### src/nvsram_host_pkg.sv
package nvsram_host_pkg;

  // pin and counter widths
  localparam int ADDR_W = 15;
  localparam int SEQ_ADDR_W = 14;
  localparam int DATA_W = 8;
  localparam int TIMER_W = 18;
  localparam int STEP_W = 3;

  // clock and device timing
  localparam int CLK_PERIOD_NS = 40;
  localparam int ACCESS_TIME_NS = 45;
  localparam int STORE_TIME_MS = 10;
  localparam int RECALL_TIME_US = 20;
  localparam int RESTORE_TIME_US = 550;

  // one extra strobe cycle because the data lines are sampled synchronously
  localparam int STROBE_CYC = (ACCESS_TIME_NS + CLK_PERIOD_NS - 1) / CLK_PERIOD_NS + 1;
  localparam int STORE_CYC = (STORE_TIME_MS * 1000000 + CLK_PERIOD_NS - 1) / CLK_PERIOD_NS;
  localparam int RECALL_CYC = (RECALL_TIME_US * 1000 + CLK_PERIOD_NS - 1) / CLK_PERIOD_NS;
  localparam int RESTORE_CYC = (RESTORE_TIME_US * 1000 + CLK_PERIOD_NS - 1) / CLK_PERIOD_NS;

  // nonvolatile command sequence
  localparam logic [STEP_W-1:0] SEQ_FIRST = 3'h0;
  localparam logic [STEP_W-1:0] SEQ_LAST = 3'h5;
  localparam logic [STEP_W-1:0] SEQ_ONE = 3'h1;
  localparam logic [SEQ_ADDR_W-1:0] SEQ_A0 = 14'h0E38;
  localparam logic [SEQ_ADDR_W-1:0] SEQ_A1 = 14'h31C7;
  localparam logic [SEQ_ADDR_W-1:0] SEQ_A2 = 14'h03E0;
  localparam logic [SEQ_ADDR_W-1:0] SEQ_A3 = 14'h3C1F;
  localparam logic [SEQ_ADDR_W-1:0] SEQ_A4 = 14'h303F;
  localparam logic [SEQ_ADDR_W-1:0] SEQ_STORE_A5 = 14'h0FC0;
  localparam logic [SEQ_ADDR_W-1:0] SEQ_RECALL_A5 = 14'h0C63;
  localparam logic SEQ_TOP_BIT = 1'b0;

  typedef enum logic [1:0] {
    OP_READ = 2'h0,
    OP_WRITE = 2'h1,
    OP_STORE = 2'h2,
    OP_RECALL = 2'h3
  } op_t;

  typedef enum logic [2:0] {
    ST_IDLE = 3'h0,
    ST_SETUP = 3'h1,
    ST_STROBE = 3'h3,
    ST_HOLD = 3'h2,
    ST_WAIT_NV = 3'h6,
    ST_POWERUP = 3'h4
  } state_t;

  function automatic logic [ADDR_W-1:0] seq_addr(input logic [STEP_W-1:0] step,
                                                 input logic is_store);
    logic [SEQ_ADDR_W-1:0] low;
    low = SEQ_A0;
    case (step)
      3'h0: low = SEQ_A0;
      3'h1: low = SEQ_A1;
      3'h2: low = SEQ_A2;
      3'h3: low = SEQ_A3;
      3'h4: low = SEQ_A4;
      default: low = is_store ? SEQ_STORE_A5 : SEQ_RECALL_A5;
    endcase
    return {SEQ_TOP_BIT, low};
  endfunction : seq_addr

endpackage : nvsram_host_pkg

### src/op_timer.sv
`timescale 1ns/1ps
module op_timer
  import nvsram_host_pkg::*;
#(
  parameter logic [TIMER_W-1:0] RST_VAL = '0
)
(
  // clock and reset
  input wire logic sys_clk_i,
  input wire logic rst_i,
  input wire logic ce_i,
  // control
  input wire logic load_i,
  input wire logic [TIMER_W-1:0] load_val_i,
  // status
  output logic done_o
);

  logic [TIMER_W-1:0] count_r;
  logic [TIMER_W-1:0] count_nxt;
  wire logic at_zero = (count_r == '0);

  assign count_nxt = load_i ? load_val_i : (at_zero ? count_r : count_r - 1'b1);
  assign done_o = at_zero;

  always_ff @(posedge sys_clk_i or posedge rst_i)
  begin
    if (rst_i)
      count_r <= RST_VAL;
    else if (ce_i)
      count_r <= count_nxt;
  end

endmodule : op_timer

### src/nvsram_store_recall_sequencer.sv
// Contract
// - write enable high through every read, low for every write.
// - six consecutive accesses, prescribed order, write enable high, arm an operation.
// - every sequence step is a read terminated by chip select.
// - store: 0E38 31C7 03E0 3C1F 303F 0FC0; recall ends 0C63 instead.
`timescale 1ns/1ps
module nvsram_store_recall_sequencer
  import nvsram_host_pkg::*;
#(
  parameter int STORE_WAIT = STORE_CYC,
  parameter int RESTORE_WAIT = RESTORE_CYC
)
(
  // clock and reset
  input wire logic sys_clk_i,
  input wire logic rst_i,
  input wire logic ce_i,
  // command port
  input wire logic cmd_valid_i,
  input wire logic [1:0] cmd_op_i,
  input wire logic [ADDR_W-1:0] cmd_addr_i,
  input wire logic [DATA_W-1:0] cmd_wdata_i,
  output logic cmd_ready_o,
  output logic [DATA_W-1:0] rdata_o,
  output logic rdata_valid_o,
  output logic busy_o,
  // memory pins
  output logic chip_sel_n_o,
  output logic write_en_n_o,
  output logic out_en_n_o,
  output logic [ADDR_W-1:0] low_address_bits_o,
  input wire logic [DATA_W-1:0] data_lines_i,
  output logic [DATA_W-1:0] data_lines_o,
  output logic data_lines_oe_o
);

  // counts load one short because the cycle at zero is counted too
  localparam logic [TIMER_W-1:0] STROBE_LOAD = TIMER_W'(STROBE_CYC - 1);
  localparam logic [TIMER_W-1:0] STORE_LOAD = TIMER_W'(STORE_WAIT - 1);
  localparam logic [TIMER_W-1:0] RECALL_LOAD = TIMER_W'(RECALL_CYC - 1);
  localparam logic [TIMER_W-1:0] RESTORE_LOAD = TIMER_W'(RESTORE_WAIT - 1);

  state_t state_r;
  state_t state_nxt;
  op_t op_r;
  logic [ADDR_W-1:0] addr_r;
  logic [DATA_W-1:0] wdata_r;
  logic [STEP_W-1:0] step_r;
  logic chip_sel_n_r;
  logic write_en_n_r;
  logic out_en_n_r;
  logic [ADDR_W-1:0] pin_addr_r;
  logic [DATA_W-1:0] pin_data_r;
  logic pin_data_oe_r;
  logic [DATA_W-1:0] rdata_r;
  logic rdata_valid_r;
  logic ready_r;
  logic busy_r;
  logic timer_done;

  // decode of the current and next access
  wire logic take = (state_r == ST_IDLE) && cmd_valid_i;
  wire op_t op_nxt = take ? op_t'(cmd_op_i) : op_r;
  wire logic [ADDR_W-1:0] addr_nxt = take ? cmd_addr_i : addr_r;
  wire logic is_nv = (op_r == OP_STORE) || (op_r == OP_RECALL);
  wire logic is_nv_nxt = (op_nxt == OP_STORE) || (op_nxt == OP_RECALL);
  wire logic last_step = (step_r == SEQ_LAST);
  wire logic step_adv = (state_r == ST_HOLD) && is_nv && !last_step;
  wire logic [STEP_W-1:0] step_nxt = take ? SEQ_FIRST : (step_adv ? step_r + SEQ_ONE : step_r);
  wire logic is_write_nxt = (op_nxt == OP_WRITE);
  wire logic in_access_nxt = (state_nxt == ST_SETUP) || (state_nxt == ST_STROBE)
                             || (state_nxt == ST_HOLD);
  // the top bit is forced low; only the low 14 bits matter to the detector
  wire logic [ADDR_W-1:0] pin_addr_nxt = is_nv_nxt ? seq_addr(step_nxt, op_nxt == OP_STORE)
                                                   : addr_nxt;
  // write enable goes low in setup, before chip select falls
  wire logic write_en_n_nxt = !(in_access_nxt && is_write_nxt);
  // each access ends when chip select rises
  wire logic chip_sel_n_nxt = !(state_nxt == ST_STROBE);
  // output enable only for plain reads; sequence reads do not need it
  wire logic out_en_n_nxt = !((state_nxt == ST_STROBE) && (op_nxt == OP_READ));
  // write data stays driven until write enable rises, so the hold time is met
  wire logic data_oe_nxt = is_write_nxt && ((state_nxt == ST_STROBE) || (state_nxt == ST_HOLD));
  // data is taken on the last strobe edge, one cycle past the access time
  wire logic capture = (state_r == ST_STROBE) && timer_done && (op_r == OP_READ);
  wire logic nv_start = (state_r == ST_HOLD) && is_nv && last_step;
  wire logic timer_load = (state_r == ST_SETUP) || nv_start;
  wire logic [TIMER_W-1:0] timer_val = (state_r == ST_SETUP) ? STROBE_LOAD
                                     : ((op_r == OP_STORE) ? STORE_LOAD : RECALL_LOAD);

  always_comb
  begin
    state_nxt = state_r;
    unique case (state_r)
      ST_IDLE:
      begin
        if (take)
          state_nxt = ST_SETUP;
      end
      ST_SETUP:
        state_nxt = ST_STROBE;
      ST_STROBE:
      begin
        if (timer_done)
          state_nxt = ST_HOLD;
      end
      ST_HOLD:
      begin
        // the six reads run back to back so nothing can intrude
        if (step_adv)
          state_nxt = ST_SETUP;
        else if (nv_start)
          state_nxt = ST_WAIT_NV;
        else
          state_nxt = ST_IDLE;
      end
      ST_WAIT_NV:
      begin
        // pins stay idle for the whole store or recall duration
        if (timer_done)
          state_nxt = ST_IDLE;
      end
      ST_POWERUP:
      // reset stands in for the supply crossing the trigger level
      begin
        if (timer_done)
          state_nxt = ST_IDLE;
      end
      default:
        state_nxt = ST_IDLE;
    endcase
  end

  // one down-counter times the strobe, the nv waits and the power-up reload
  op_timer #(
    .RST_VAL(RESTORE_LOAD)
  ) u_timer (
    .sys_clk_i(sys_clk_i),
    .rst_i(rst_i),
    .ce_i(ce_i),
    .load_i(timer_load),
    .load_val_i(timer_val),
    .done_o(timer_done)
  );

  always_ff @(posedge sys_clk_i or posedge rst_i)
  begin
    if (rst_i)
    begin
      state_r <= ST_POWERUP;
      op_r <= OP_READ;
      addr_r <= '0;
      wdata_r <= '0;
      step_r <= SEQ_FIRST;
    end
    else if (ce_i)
    begin
      state_r <= state_nxt;
      op_r <= op_nxt;
      addr_r <= addr_nxt;
      step_r <= step_nxt;
      if (take)
        wdata_r <= cmd_wdata_i;
    end
  end

  always_ff @(posedge sys_clk_i or posedge rst_i)
  begin
    if (rst_i)
    begin
      chip_sel_n_r <= 1'b1;
      write_en_n_r <= 1'b1;
      out_en_n_r <= 1'b1;
      pin_addr_r <= '0;
      pin_data_r <= '0;
      pin_data_oe_r <= 1'b0;
    end
    else if (ce_i)
    begin
      chip_sel_n_r <= chip_sel_n_nxt;
      write_en_n_r <= write_en_n_nxt;
      out_en_n_r <= out_en_n_nxt;
      pin_addr_r <= pin_addr_nxt;
      pin_data_r <= take ? cmd_wdata_i : wdata_r;
      pin_data_oe_r <= data_oe_nxt;
    end
  end

  always_ff @(posedge sys_clk_i or posedge rst_i)
  begin
    if (rst_i)
    begin
      rdata_r <= '0;
      rdata_valid_r <= 1'b0;
      ready_r <= 1'b0;
      busy_r <= 1'b1;
    end
    else if (ce_i)
    begin
      if (capture)
        rdata_r <= data_lines_i;
      rdata_valid_r <= capture;
      ready_r <= (state_nxt == ST_IDLE);
      busy_r <= (state_nxt == ST_WAIT_NV) || (state_nxt == ST_POWERUP);
    end
  end

  // the device reports no completion, so busy spans the worst-case duration
  assign cmd_ready_o = ready_r;
  assign rdata_o = rdata_r;
  assign rdata_valid_o = rdata_valid_r;
  assign busy_o = busy_r;
  assign chip_sel_n_o = chip_sel_n_r;
  assign write_en_n_o = write_en_n_r;
  assign out_en_n_o = out_en_n_r;
  assign low_address_bits_o = pin_addr_r;
  assign data_lines_o = pin_data_r;
  assign data_lines_oe_o = pin_data_oe_r;

endmodule : nvsram_store_recall_sequencer

### config.mk
export PLATFORM = sky130hd
export DESIGN_NAME = nvsram_store_recall_sequencer
export DESIGN_NICKNAME = d
export VERILOG_FILES = /design/src/nvsram_host_pkg.sv /design/src/op_timer.sv /design/src/nvsram_store_recall_sequencer.sv
export SDC_FILE = /design/constraint.sdc
export NUM_CORES = 1
export LEC_CHECK = 0
export ABC_AREA = 1
export BUFFER_PORTS_ARGS = -buffer_cell sky130_fd_sc_hd__buf_4
export CORE_ASPECT_RATIO = 1.5
export CORE_MARGIN = 8
export CORE_UTILIZATION = 52
export DETAILED_ROUTE_END_ITERATION = 6
export PLACE_DENSITY = 0.85
export SLEW_MARGIN = 25
export SYNTH_ARGS = -nofsm -noshare
export SYNTH_HDL_FRONTEND = slang
export SYNTH_SLANG_ARGS = --single-unit
### constraint.sdc
create_clock -name sys_clk_i -period 2.55 [get_ports sys_clk_i]
set_input_delay 0.1275 -clock sys_clk_i [delete_from_list [all_inputs] [get_ports sys_clk_i]]
set_output_delay 0.1275 -clock sys_clk_i [all_outputs]
set_load 0.02 [all_outputs]
==> summary by stage, run 1 <==
STA
Between clock sinks in the finished design, the worst skew comes to 6.434 ps. The number of failing hold endpoints at the final stage was 0. The summed negative setup slack over all endpoints is 0 ps. The worst-case setup margin in the final layout is 546.7 ps. The maximum frequency from static timing analysis is 499.2 MHz.

Setup violations remaining at the end of the flow were counted as 0. The slew at the pin closest to its max-slew limit is 558.5 ps. The worst pin sits at a relative slew slack of 62.63%. Dividing the final minimum period by the clock period gives 78.56%. Setup repair after global routing left no endpoint under its margin.

The number of pins exceeding their max-slew limit in the final report is 0. For the finished layout, the period the worst path requires is between 2000 and 2500 ps.

Clock tree
The clock root buffer is clkbuf_16. The H-tree generated during clock tree synthesis spans 3 levels. The post-CTS setup buffer count is 0. For the worst-skew pair, the clock arrives at the later sink with an insertion delay of 330 ps. TritonCTS built the clock tree. Post-CTS repair changed the size of 0 cells. The clock net in this run drives a total of 79 sinks. The maximum clock insertion buffer count is 2. The clock-pin slew on the worst setup and hold paths is 60 ps. Clock tree synthesis inserted a total of 9 buffers.

Buffers inserted to repair hold after CTS numbered 1.

Routing
Wire segments on met2 add up to 5686 µm in the final route. In the routed layout, each cell is associated on average with a via count of roughly 5.2. The routed metal-1 wire length is 4062 µm. After the first detailed-routing iteration, the DRC count stood at 208.

The wire length on met3 is 500 µm. The first TritonRoute pass finished after 4 iterations. The total number of vias is 3,668.

Routed signal wires occupy layers up through met4. The DRC violation count after routing is 0. The post-detailed-routing wire length is 10,540 µm. Dividing the detail-routed wire length by the instance count gives 14.99 µm. The number of routed nets with antenna violations is 0.

Pwr
The fraction of power spent switching nets is 41.12%. The design draws 0.005946 W. The proportion of power drawn by combinational gates is 42.7%. For this design the total switching power over the nets is 0.002445 W. The clock network burns between 20% and 30% of the power. The sequential share of power is 35.8%. The maximum vdd ir drop is 0.7753 mV. The leakage power summed over all cells is 2.586 nW. Cell internal power was estimated by the tool at 0.003501 W. Dividing total power by cell area gives a power density of around 1100 nW/µm².

Global routing
The first global-routing pass estimated 17,780 µm of wire. Summed over all layers, the global routing overflow is 0. The number of antenna violations at the first check in global routing came to 0. The via count of the first global-routing pass is 3,804. The largest net degree at the start of global routing is 55.

The aggregate global-route resource usage is 18.88%.

Run status
The run finished with clean final reports.

Floorplan
The floorplan step defined a die boundary enclosing 11,420 µm². For this design the top-level I/O count stands at 75. The core region is 8008 µm². The horizontal extent of the die is around 90 µm.

Measured along the y axis, the die boundary spans between 100 and 150 µm. The site row count is 40. For this configuration, the core starts out at a cell density of a little over half.

Layout
The sequential cell area is between 1500 and 2000 µm². The area of the multi-input gates is 1909 µm². The number of nets at the end of the flow is 634. 0 antenna diodes ended up in the layout.

The utilization after layout is 64.70%. In the final layout, the share of cells above drive strength 1 is around 27%. Counting the fill cells in the layout gives 666.

From synthesis to final layout, the design area changed by 21.40%.

Logic synthesis
Counting flops and latches in the post-synthesis netlist gives between 70 and 80. The netlist area before placement is 4268 µm². A synthesized cell averages 8.176 µm². The synthesis warning total is 0. Synthesis produced a netlist whose cell count is around 520. The sequential area share after synthesis is 46.73%. The number of nets in the synthesized netlist is 563. The count of cell types in the netlist is 37.

Critical path
The critical path endpoint category is a register. The critical path class is register to register. In this run the worst path has a maximum fanout of 30.

The required time at the endpoint of the critical path is approximately 2800 ps. Walking the worst path, the cells encountered are inv_1 > ha_1 > nand2_1 > inv_1 > nand2_4 > nand2_4 > nand2_4 > nand2_4 > inv_1 > nor2_4 > a21oi_1. The most numerous cell on the critical path is nand2_4. The cell at the slowest stage of the critical path is dfrtp_1. The worst stage delay on the critical path is 410 ps. The startpoint type of the worst setup path is a register. The number of buffers and inverters on the critical path is 3. At the worst endpoint, the arrival time is 2220 ps. The largest delay contributor family on the critical path is simple AND/OR/NAND/NOR gates.

Placed design
The detailed-placement wirelength estimate is 7890 µm. The final weighted congestion of routability-driven global placement is ~0.9. The pre-CTS setup slack is 545.3 ps. The number of input and output port buffers inserted is 74.

Hold path
The path class of the tightest hold or removal check is input port to register.

Run
The tool flagged a number of max-cap violations equal to 0.
cells by family after synthesis:
group	after synthesis	share of synthesized area (%)
buf+inv	80	8.531
compound gates	105	14.37
fa+ha+maj	4	1.173
mux	8	2.111
simple gates	240	25.86
xor+xnor	6	1.231
flops	79	46.73
synth_stat cells (all sizes together):
| master | n | share of area, % |
|---|---|---|
| a21boi | 1 | 0.26 |
| a21oi | 31 | 3.9 |
| a31oi | 5 | 1.1 |
| and2 | 1 | 0.15 |
| and3 | 1 | 0.15 |
| buf | 13 | 2.6 |
| clkbuf | 5 | 0.44 |
| dfrtp | 65 | 38 |
| dfstp | 14 | 8.6 |
| ha | 4 | 1.2 |
| inv | 62 | 5.5 |
| mux2 | 8 | 2.1 |
| nand2 | 130 | 13 |
| nand3 | 30 | 4.0 |
| nand3b | 3 | 0.91 |
| nand4 | 6 | 0.88 |
| nor2 | 65 | 6.7 |
| nor3 | 4 | 0.47 |
| o211ai | 3 | 0.53 |
| o21ai | 65 | 8.6 |
| xnor2 | 1 | 0.21 |
| xor2 | 5 | 1.0 |
cells in the final DEF, fill, tap and decap left out, types with 2 or more instances in the layout:
cell type   count
nand2_1       117
buf_4          75
dfrtp_1        65
inv_1          57
nor2_1         55
o21ai_0        44
a21oi_1        30
nand3_1        26
dfstp_2        14
o21ai_2        11
o21ai_1        10
nand2_2         9
clkbuf_16       9
mux2_2          8
nor2_2          7
nand4_1         6
inv_2           5
xor2_1          5
nand2_4         4
nand3_2         4
a31oi_1         4
nor3_1          4
ha_1            4
nor2_4          3
o211ai_1        3
clkinvlp_4      3
buf_12          2
flip-flops by register name (all words and copies together) (netlist names), 2 cells and up:
name	flops
step_r	3
u_timer.count_r	18
low_address_bits_o	15
rdata_o	8
data_lines_o	8
op_r	2
state_r	3
addr_r	15
final cells by class:
class | instances | area share (%)
flip-flops and latches | 79 | 38.49
multi-input cells | 363 | 36.85
repair buffers | 78 | 11.83
clock buffers | 11 | 4.685
inverters | 62 | 4.492
well taps | 105 | 2.536
clock inverters | 5 | 1.111
per-stage QoR:
step | instance area (µm²) | instances | hold WS, ps
after global routing | 5181 | 703 | 20.59
after global placement | 4871 | 686 | 215.5
after CTS | 5181 | 703 | 14.59
final | 5181 | 703 | 27.18
after floorplan | 4268 | 522 | 269.5
after detailed placement | 4871 | 686 | 225.5
power by group through the flow:
stage / combinational, W / sequential (W) / clock [W]
after floorplan: 0.00157 / 0.00231 / 0
after global placement: 0.00244 / 0.00212 / 0
after detailed placement: 0.00254 / 0.00214 / 0
after CTS: 0.00255 / 0.00213 / 0.00130
after global routing: 0.00284 / 0.00218 / 0.00134
final: 0.00254 / 0.00213 / 0.00128
per-layer routing:
| metal | GRT usage [%] | vias to the layer above |
|---|---|---|
| met5 | 0 | - |
| met4 | 8.957 | 0 |
| met3 | 4.191 | 21 |
| met2 | 34.39 | 92 |
| met1 | 20.12 | 1731 |
| li1 | - | 1824 |
final timing paths:
path                           startpoint                  end  slack [ps]  cells after the start
hold reg to reg                out_en_n_o           out_en_n_o         470                      2
setup reg to reg                step_r[1]  u_timer.count_r[14]         550                     11
min in group asynchronous           rst_i      data_lines_o[2]         420                      3
max in group asynchronous           rst_i               busy_o        1410                      4
setup / recovery                step_r[1]  u_timer.count_r[14]         550                     11
hold / removal             cmd_wdata_i[4]      data_lines_o[4]          30                      2
(Power assumes the default switching activity.)
==> run 2: changes to the inputs <==
Settings changed: CORE_UTILIZATION 52 to 51, PLACE_DENSITY 0.85 to 0.87.
Clock period 2.55 ns to 1.75 ns, I/O delays scaled along.
==> run 2 against run 1 <==
Net effect: the flow now finishes with violations (setup timing); hold slack worse by 21 ps; via count is 12% higher; design area is 9.9% higher; first-iteration DRC count is 5.3% higher; fmax is 10% higher; critical path depth is 1 lower; combinational power is 78% higher; largest power group unchanged; global-route usage is 0.97 points higher; die area is 1.7% higher; sequential share of layout area is 3.4 points lower; flip-flop and latch count stayed put.
==> summary by stage, run 2 (synthesis results as in run 1) <==
Routing
The length of the first detailed-routing pass in iterations is 5 (+1). The number of routed nets with antenna violations is 0 (unchanged). The post-detailed-routing wire length is 12,480 µm (+18%). The average wire per cell in the routed design came to 16.91 µm (+13%). The DRC violation count after routing is 0 (unchanged). The post-detailed-route via-to-cell ratio came to 5.558 (+6.5%).

The total number of vias is 4,102 (+12%). The detailed router's first-iteration violation count is 219 (+5.3%).

STA
The final count of negative-setup-slack endpoints is 3 (+3). The number of failing hold endpoints at the final stage is 0 (unchanged). The final setup skew is 5.935 ps (-0.4990 ps). The slew at the pin closest to its max-slew limit is 424.6 ps (-133.9 ps). The final cycle utilization of the critical path is 103.8% (+25 points). Setup repair after global routing could not meet its margin everywhere. The worst-case headroom to the max-slew limit is 71.69% (+9.1 points).

The maximum frequency from static timing analysis is 550.4 MHz (+10%). The number of pins exceeding their max-slew limit in the final report is 0 (unchanged). The worst-case setup margin in the final layout is -67.01 ps (-613.7 ps).

The post-layout minimum cycle time came to 1817 ps (-186.3 ps).

Floorplan
The area of the die is 11,610 µm² (+1.7%). The number of ports placed on the die boundary came to 75 (unchanged). The area of the core region was 8259 µm² (+3.1%). The site row count is 41 (+2.5%). The die height was 128.0 µm (+0.85%).

The effective utilization at floorplan is 51.67% (-1.6 points). The horizontal extent of the die is 90.69 µm (+0.80%).

Clock tree
TritonCTS built the clock tree. The clock-pin slew on the worst setup and hold paths is 60 ps (about the same). The number of buffers created by CTS is 9 (unchanged). The clock latency on the worst-skew pair is 340 ps (about the same).

The clock sink count came to 79 (unchanged). The clock root buffer is clkbuf_16. The count of H-tree levels built during CTS was 3 (unchanged). The maximum clock insertion buffer count was 2 (unchanged).

Run status
The final reports fail on setup timing. The run finished, with violations left.

Layout
The number of nets at the end of the flow is 667 (+5.2%). The flip-flop count of the largest register, all copies and words added is 18 (unchanged). The relative area change from synthesis to final layout is 33.48%. The most frequent standard cell in the layout excluding fill and tap cells is nand2_1. The antenna diode count is 0 (unchanged). The utilization after layout is 68.97% (+4.3 points). The final cell area excluding filler cells is 5697 µm² (+9.9%).

The fraction of layout cells with a size suffix above 1 is 33.76% (+6.7 points). Leaving out fill and tap cells, the most frequent cells in the layout are 107 x nand2_1, 91 x buf_4, 63 x dfrtp_1. The register with the highest flop count is u_timer.count_r.

Placed design
The final weighted congestion of routability-driven global placement was 0.8700 (-3.7%). The post-detailed-placement cell area is 4967 µm² (+2.0%). The detailed-placement wirelength estimate is 7960 µm (+0.89%). The number of input and output port buffers inserted is 74 (unchanged). The pre-CTS setup slack is -72.54 ps (-617.8 ps).

Pwr
The overall power of the completed layout is 0.009658 W (+62%). The maximum vdd ir drop came to 1.152 mV (+49%). The leakage power summed over all cells is 2.756 nW (+6.6%). The power density relative to cell area is 1695 nW/µm² (+48%).

Global routing
The first-pass GRT wire length was 18,860 µm (+6.1%). The remaining global-route overflow was 0 (unchanged). The global-route track usage on met2 is 37.94% (+3.5 points).

The aggregate global-route resource usage came to 19.85% (+0.97 points). The via count of the first global-routing pass came to 4,109 (+8.0%). The global-route track usage on met3 was 3.634% (-0.56 points).

The largest net degree at the start of global routing was 80 (+45%). The number of antenna violations at the first check in global routing came to 0 (unchanged). The fraction of met1 tracks used by global routing was 19.61% (-0.51 points). The routing layer with the top usage in global route is met2.

Critical path
The critical path class is register to register. The highest net fanout along the worst path is 12 (-60%). The required time at the endpoint of the critical path came to 1980 ps (-780 ps).

The endpoint arrival time on the critical path came to 2050 ps (-170 ps). The worst setup path is launched from a register. The worst setup path is captured at a register.

Hold path
The type of the tightest min-delay check is input port to register.

Run
The max-capacitance violation count is 0 (unchanged).
-- run 2: worst paths after layout --
kind	depth (start not counted)	end	startpoint	slack, ps
min	3	rdata_o[4]	data_lines_i[4]	6
max in group asynchronous	4	state_r[2]	rst_i	970
min reg2reg	2	busy_o	busy_o	470
max	10	low_address_bits_o[1]	state_r[1]	-70
min in group asynchronous	4	data_lines_o[0]	rst_i	410
max reg2reg	10	low_address_bits_o[1]	state_r[1]	-70
-- run 2: per-stage QoR --
step	hold WS (ps)	instances	TNS, ps
floorplan	229.5	522	0
global placement	233.4	700	-27.13
detailed placement	244.4	700	-412.3
CTS	0.3141	734	0
global route	13.47	738	-1143
finish	6.361	738	-168.9
-- run 2: final cells by class --
type / count / area (µm²)
inverters: 62 / 241.5
multi-input cells: 363 / 2100
well taps: 107 / 133.9
clock buffers: 11 / 232.7
repair buffers: 111 / 909.6
flip-flops and latches: 79 / 1997
fillers: 569 / 2562
clock inverters: 5 / 82.58
-- run 2: repair_timing --
item / 4_1_cts / 5_1_grt
endpoints found under the hold margin: 80 / 0
pin swaps: 0 / 10
resized for setup: 5 / 51
hold buffers: 16 / 0
setup endpoints to repair: 8 / 63
setup buffers: 2 / 4
-- run 2: where the power goes --
| part | switching (W) | internal (W) | leakage [nW] |
|---|---|---|---|
| sequential | 0.000544 | 0.00260 | 0.960 |
| clock | 0.000758 | 0.00125 | 0.154 |
| combinational | 0.00277 | 0.00174 | 1.64 |
| total | 0.00407 | 0.00559 | 2.76 |
-- run 2: routing by layer --
metal / up-vias / share of wire (%)
li1: 1890 / -
met1: 1965 / 35
met2: 194 / 56
met3: 53 / 5.7
met4: 0 / 3.9
met5: - / 0
-- run 2: worst max-delay path: stages, from the launching register on --
cell and delay [ps]:
dfrtp_2 440, nor2_2 220, nand2_8 140, nand2_1 150, o21ai_4 100, nor2_1 200
nand3_2 130, nand2_2 120, nand2_2 80, nand2_2 90, nand2_2 40
==> run 3: changes to the inputs <==
Settings changed: CORE_UTILIZATION 51 to 50, PLACE_DENSITY 0.87 to 0.75.
==> run 3 against run 2 <==
Net effect: the run still ends with setup timing left; via count shrank 3.2%; flip-flop and latch count is the same; hold slack lost 2.6 ps; total power is 0.82% lower; sequential power about the same; sequential share of layout area increased by 0.26 points; fmax rose by 2.5%; global-route usage down 0.43 points; clock power hardly changed; die area rose by 1.7%; critical path depth decreased by 1; critical endpoint is now low_address_bits_o[11]; highest routed layer unchanged.
==> summary by stage, run 3 (synthesis results as in run 1) <==
Run status
The run finished, with violations left. The checks that failed: setup timing.

Floorplan
The area of the die was 11,810 µm² (+1.7%). The area of the core region is 8362 µm² (+1.2%). The horizontal extent of the die is 91.44 µm (+0.82%).

The site row count is 41 (unchanged). The effective utilization at floorplan came to 51.04% (-0.63 points). The die height is 129.2 µm (+0.87%). The number of ports placed on the die boundary is 75 (unchanged).

Global routing
The first-pass GRT wire length is 18,650 µm (-1.1%). The remaining global-route overflow is 0 (unchanged). The via count of the first global-routing pass is 3,906 (-4.9%). The largest net degree at the start of global routing was 80 (unchanged). The aggregate global-route resource usage is 19.42% (-0.43 points). The number of antenna violations at the first check in global routing is 0 (unchanged).

Clock tree
The number of buffers created by CTS was 9 (unchanged). The count of H-tree levels built during CTS is 3 (unchanged). The maximum clock insertion buffer count came to 2 (unchanged). TritonCTS built the clock tree.

The clock root buffer is clkbuf_16. The clock latency on the worst-skew pair is 340 ps (about the same). The clock-pin slew on the worst setup and hold paths was 60 ps (about the same). The clock sink count is 79 (unchanged).

Placed design
The number of input and output port buffers inserted is 74 (unchanged). The final weighted congestion of routability-driven global placement is 0.8479 (-2.5%). The detailed-placement wirelength estimate is 7864 µm (-1.2%). The post-detailed-placement cell area is 4970 µm² (about the same).

Layout
The relative area change from synthesis to final layout is 32.42%. The final cell area excluding filler cells was 5652 µm² (-0.79%). The flip-flop count of the largest register, all copies and words added is 18 (unchanged). The register with the highest flop count is u_timer.count_r.

The number of nets at the end of the flow was 672 (+0.75%). The most frequent standard cell in the layout excluding fill and tap cells is nand2_1. The top cell types in the final layout, fill and taps aside, are 110 x nand2_1, 98 x buf_4, 64 x dfrtp_1.

The count of filler cells inserted in the layout is 646 (+14%). The antenna diode count is 0 (unchanged). The fraction of layout cells with a size suffix above 1 was 33.02% (-0.74 points).

STA
The worst-case setup margin in the final layout is -23.01 ps (+44.00 ps). The final count of negative-setup-slack endpoints came to 7 (+4). The final cycle utilization of the critical path is 101.3% (-2.5 points). The number of pins exceeding their max-slew limit in the final report was 0 (unchanged). The maximum frequency from static timing analysis is 564.0 MHz (+2.5%). The summed negative setup slack over all endpoints was -95.22 ps (+73.65 ps). Setup repair after global routing could not meet its margin everywhere. The final setup skew is 7.425 ps (+1.490 ps). The worst-case headroom to the max-slew limit is 70.30% (-1.4 points). The number of failing hold endpoints at the final stage is 0 (unchanged). The slew at the pin closest to its max-slew limit was 442.1 ps (+17.44 ps). The post-layout minimum cycle time is 1773 ps (-44.00 ps).

Pwr
The maximum vdd ir drop came to 1.180 mV (+2.4%). The power density relative to cell area was 1695 nW/µm² (about the same). The leakage power summed over all cells was 2.790 nW (+1.3%).

Critical path
The most critical setup path has its startpoint at step_r[1]. The source of the worst register-to-register timing path is step_r[1]. Traced cell by cell, the critical path runs through inv_2 > ha_2 > nand4_1 > nand3_4 > nand2_4 > nand2_2 > nand2_1 > o21ai_2 > nand2_1. Among all stages on the critical path, the largest delay is contributed by dfrtp_1. The required time at the endpoint of the critical path was 1970 ps (about the same). The length in cells of the worst reg-to-reg path is 9 (-1). The critical path endpoint category is a register. The worst stage delay on the critical path is 410 ps (-30 ps).

By instance count, the cell type seen most on the critical path is nand2_1. The endpoint arrival time on the critical path is 1990 ps (-60 ps). The critical path in this run is classified as register to register. The startpoint type of the worst setup path is a register. The highest net fanout along the worst path is 6 (-6).

Run
The max-capacitance violation count is 0 (unchanged).

Routing
The average wire per cell in the routed design is 15.96 µm (-5.6%). The number of routed nets with antenna violations came to 0 (unchanged). The post-detailed-routing wire length came to 11,860 µm (-5.0%).

The length of the first detailed-routing pass in iterations came to 5 (unchanged). The post-detailed-route via-to-cell ratio was 5.346 (-3.8%). The detailed router's first-iteration violation count was 220 (+0.46%). The total number of vias came to 3,972 (-3.2%). The DRC violation count after routing is 0 (unchanged).

Hold path
The cell count of the worst hold path is 3 (unchanged). The hold path startpoint is data_lines_i[4]. The min-delay analysis places its worst path in the category input port to register.
==> run 3: cell count changes in the layout (fill, tap and decap cells not counted), sizes merged <==
cell / previous run / this run
buf: 95 / 102
dlygate4sd3: 16 / 14
clkinv: 3 / 2
clkinvlp: 1 / 2
==> run 3: critical path: cells and delay by family (launching register included) <==
kind / cells / cell delay [ps]
fa+ha+maj: 1 / 330
buf+inv: 1 / 60
flops: 1 / 410
compound gates: 1 / 180
simple gates: 6 / 680
==> run 3: cell type report <==
class | instances | area (µm²) | area share, %
tap | 107 | 133.9 | 2.369
inverter | 62 | 239.0 | 4.228
clock inverter | 5 | 81.33 | 1.439
sequential | 79 | 1996 | 35.31
timing repair buffer | 116 | 929.6 | 16.45
multi-input combinational | 363 | 2029 | 35.91
clock buffer | 11 | 242.7 | 4.295
==> run 3: where the power goes <==
part           switching [W]  internal (W)
Clock               0.000743       0.00129
Combinational        0.00265       0.00177
Sequential          0.000538       0.00259
==> run 3: final timing paths <==
path / endpoint / slack [ps]
max: low_address_bits_o[11] / -20
min in group asynchronous: data_lines_o[2] / 430
max reg2reg: low_address_bits_o[11] / -20
min: rdata_o[4] / 4
min reg2reg: busy_o / 470
max in group asynchronous: busy_o / 950
==> run 3: layer usage <==
metal | track usage (%) | vias up | routed length, µm
met5 | 0 | - | 0
met4 | 9.100 | 0 | 367
met3 | 4.051 | 32 | 583
met2 | 35.90 | 126 | 6590
met1 | 20.46 | 1903 | 4319
li1 | - | 1911 | -
==> run 3: what timing repair did <==
item                                    CTS  global route
pin swaps                                 0            12
resized for setup                         8            33
endpoints found under the setup margin   10            41
setup buffers                             0            11
hold endpoints to repair                 78             0
hold buffers                             14             0
==> run 3: metrics by stage <==
step	power (W)	worst slack (ps)	hold slack (ps)	util (%)	cells
finish	0.009579	-23.01	3.713	67.59	743
detailed placement	0.006950	-83.09	250.1	59.43	702
floorplan	0.005661	141.9	229.5	-	522
global placement	0.006817	11.84	237.3	59.43	702
CTS	0.009136	6.344	0.4313	65.36	732
global route	0.01017	-101.2	8.744	67.59	743
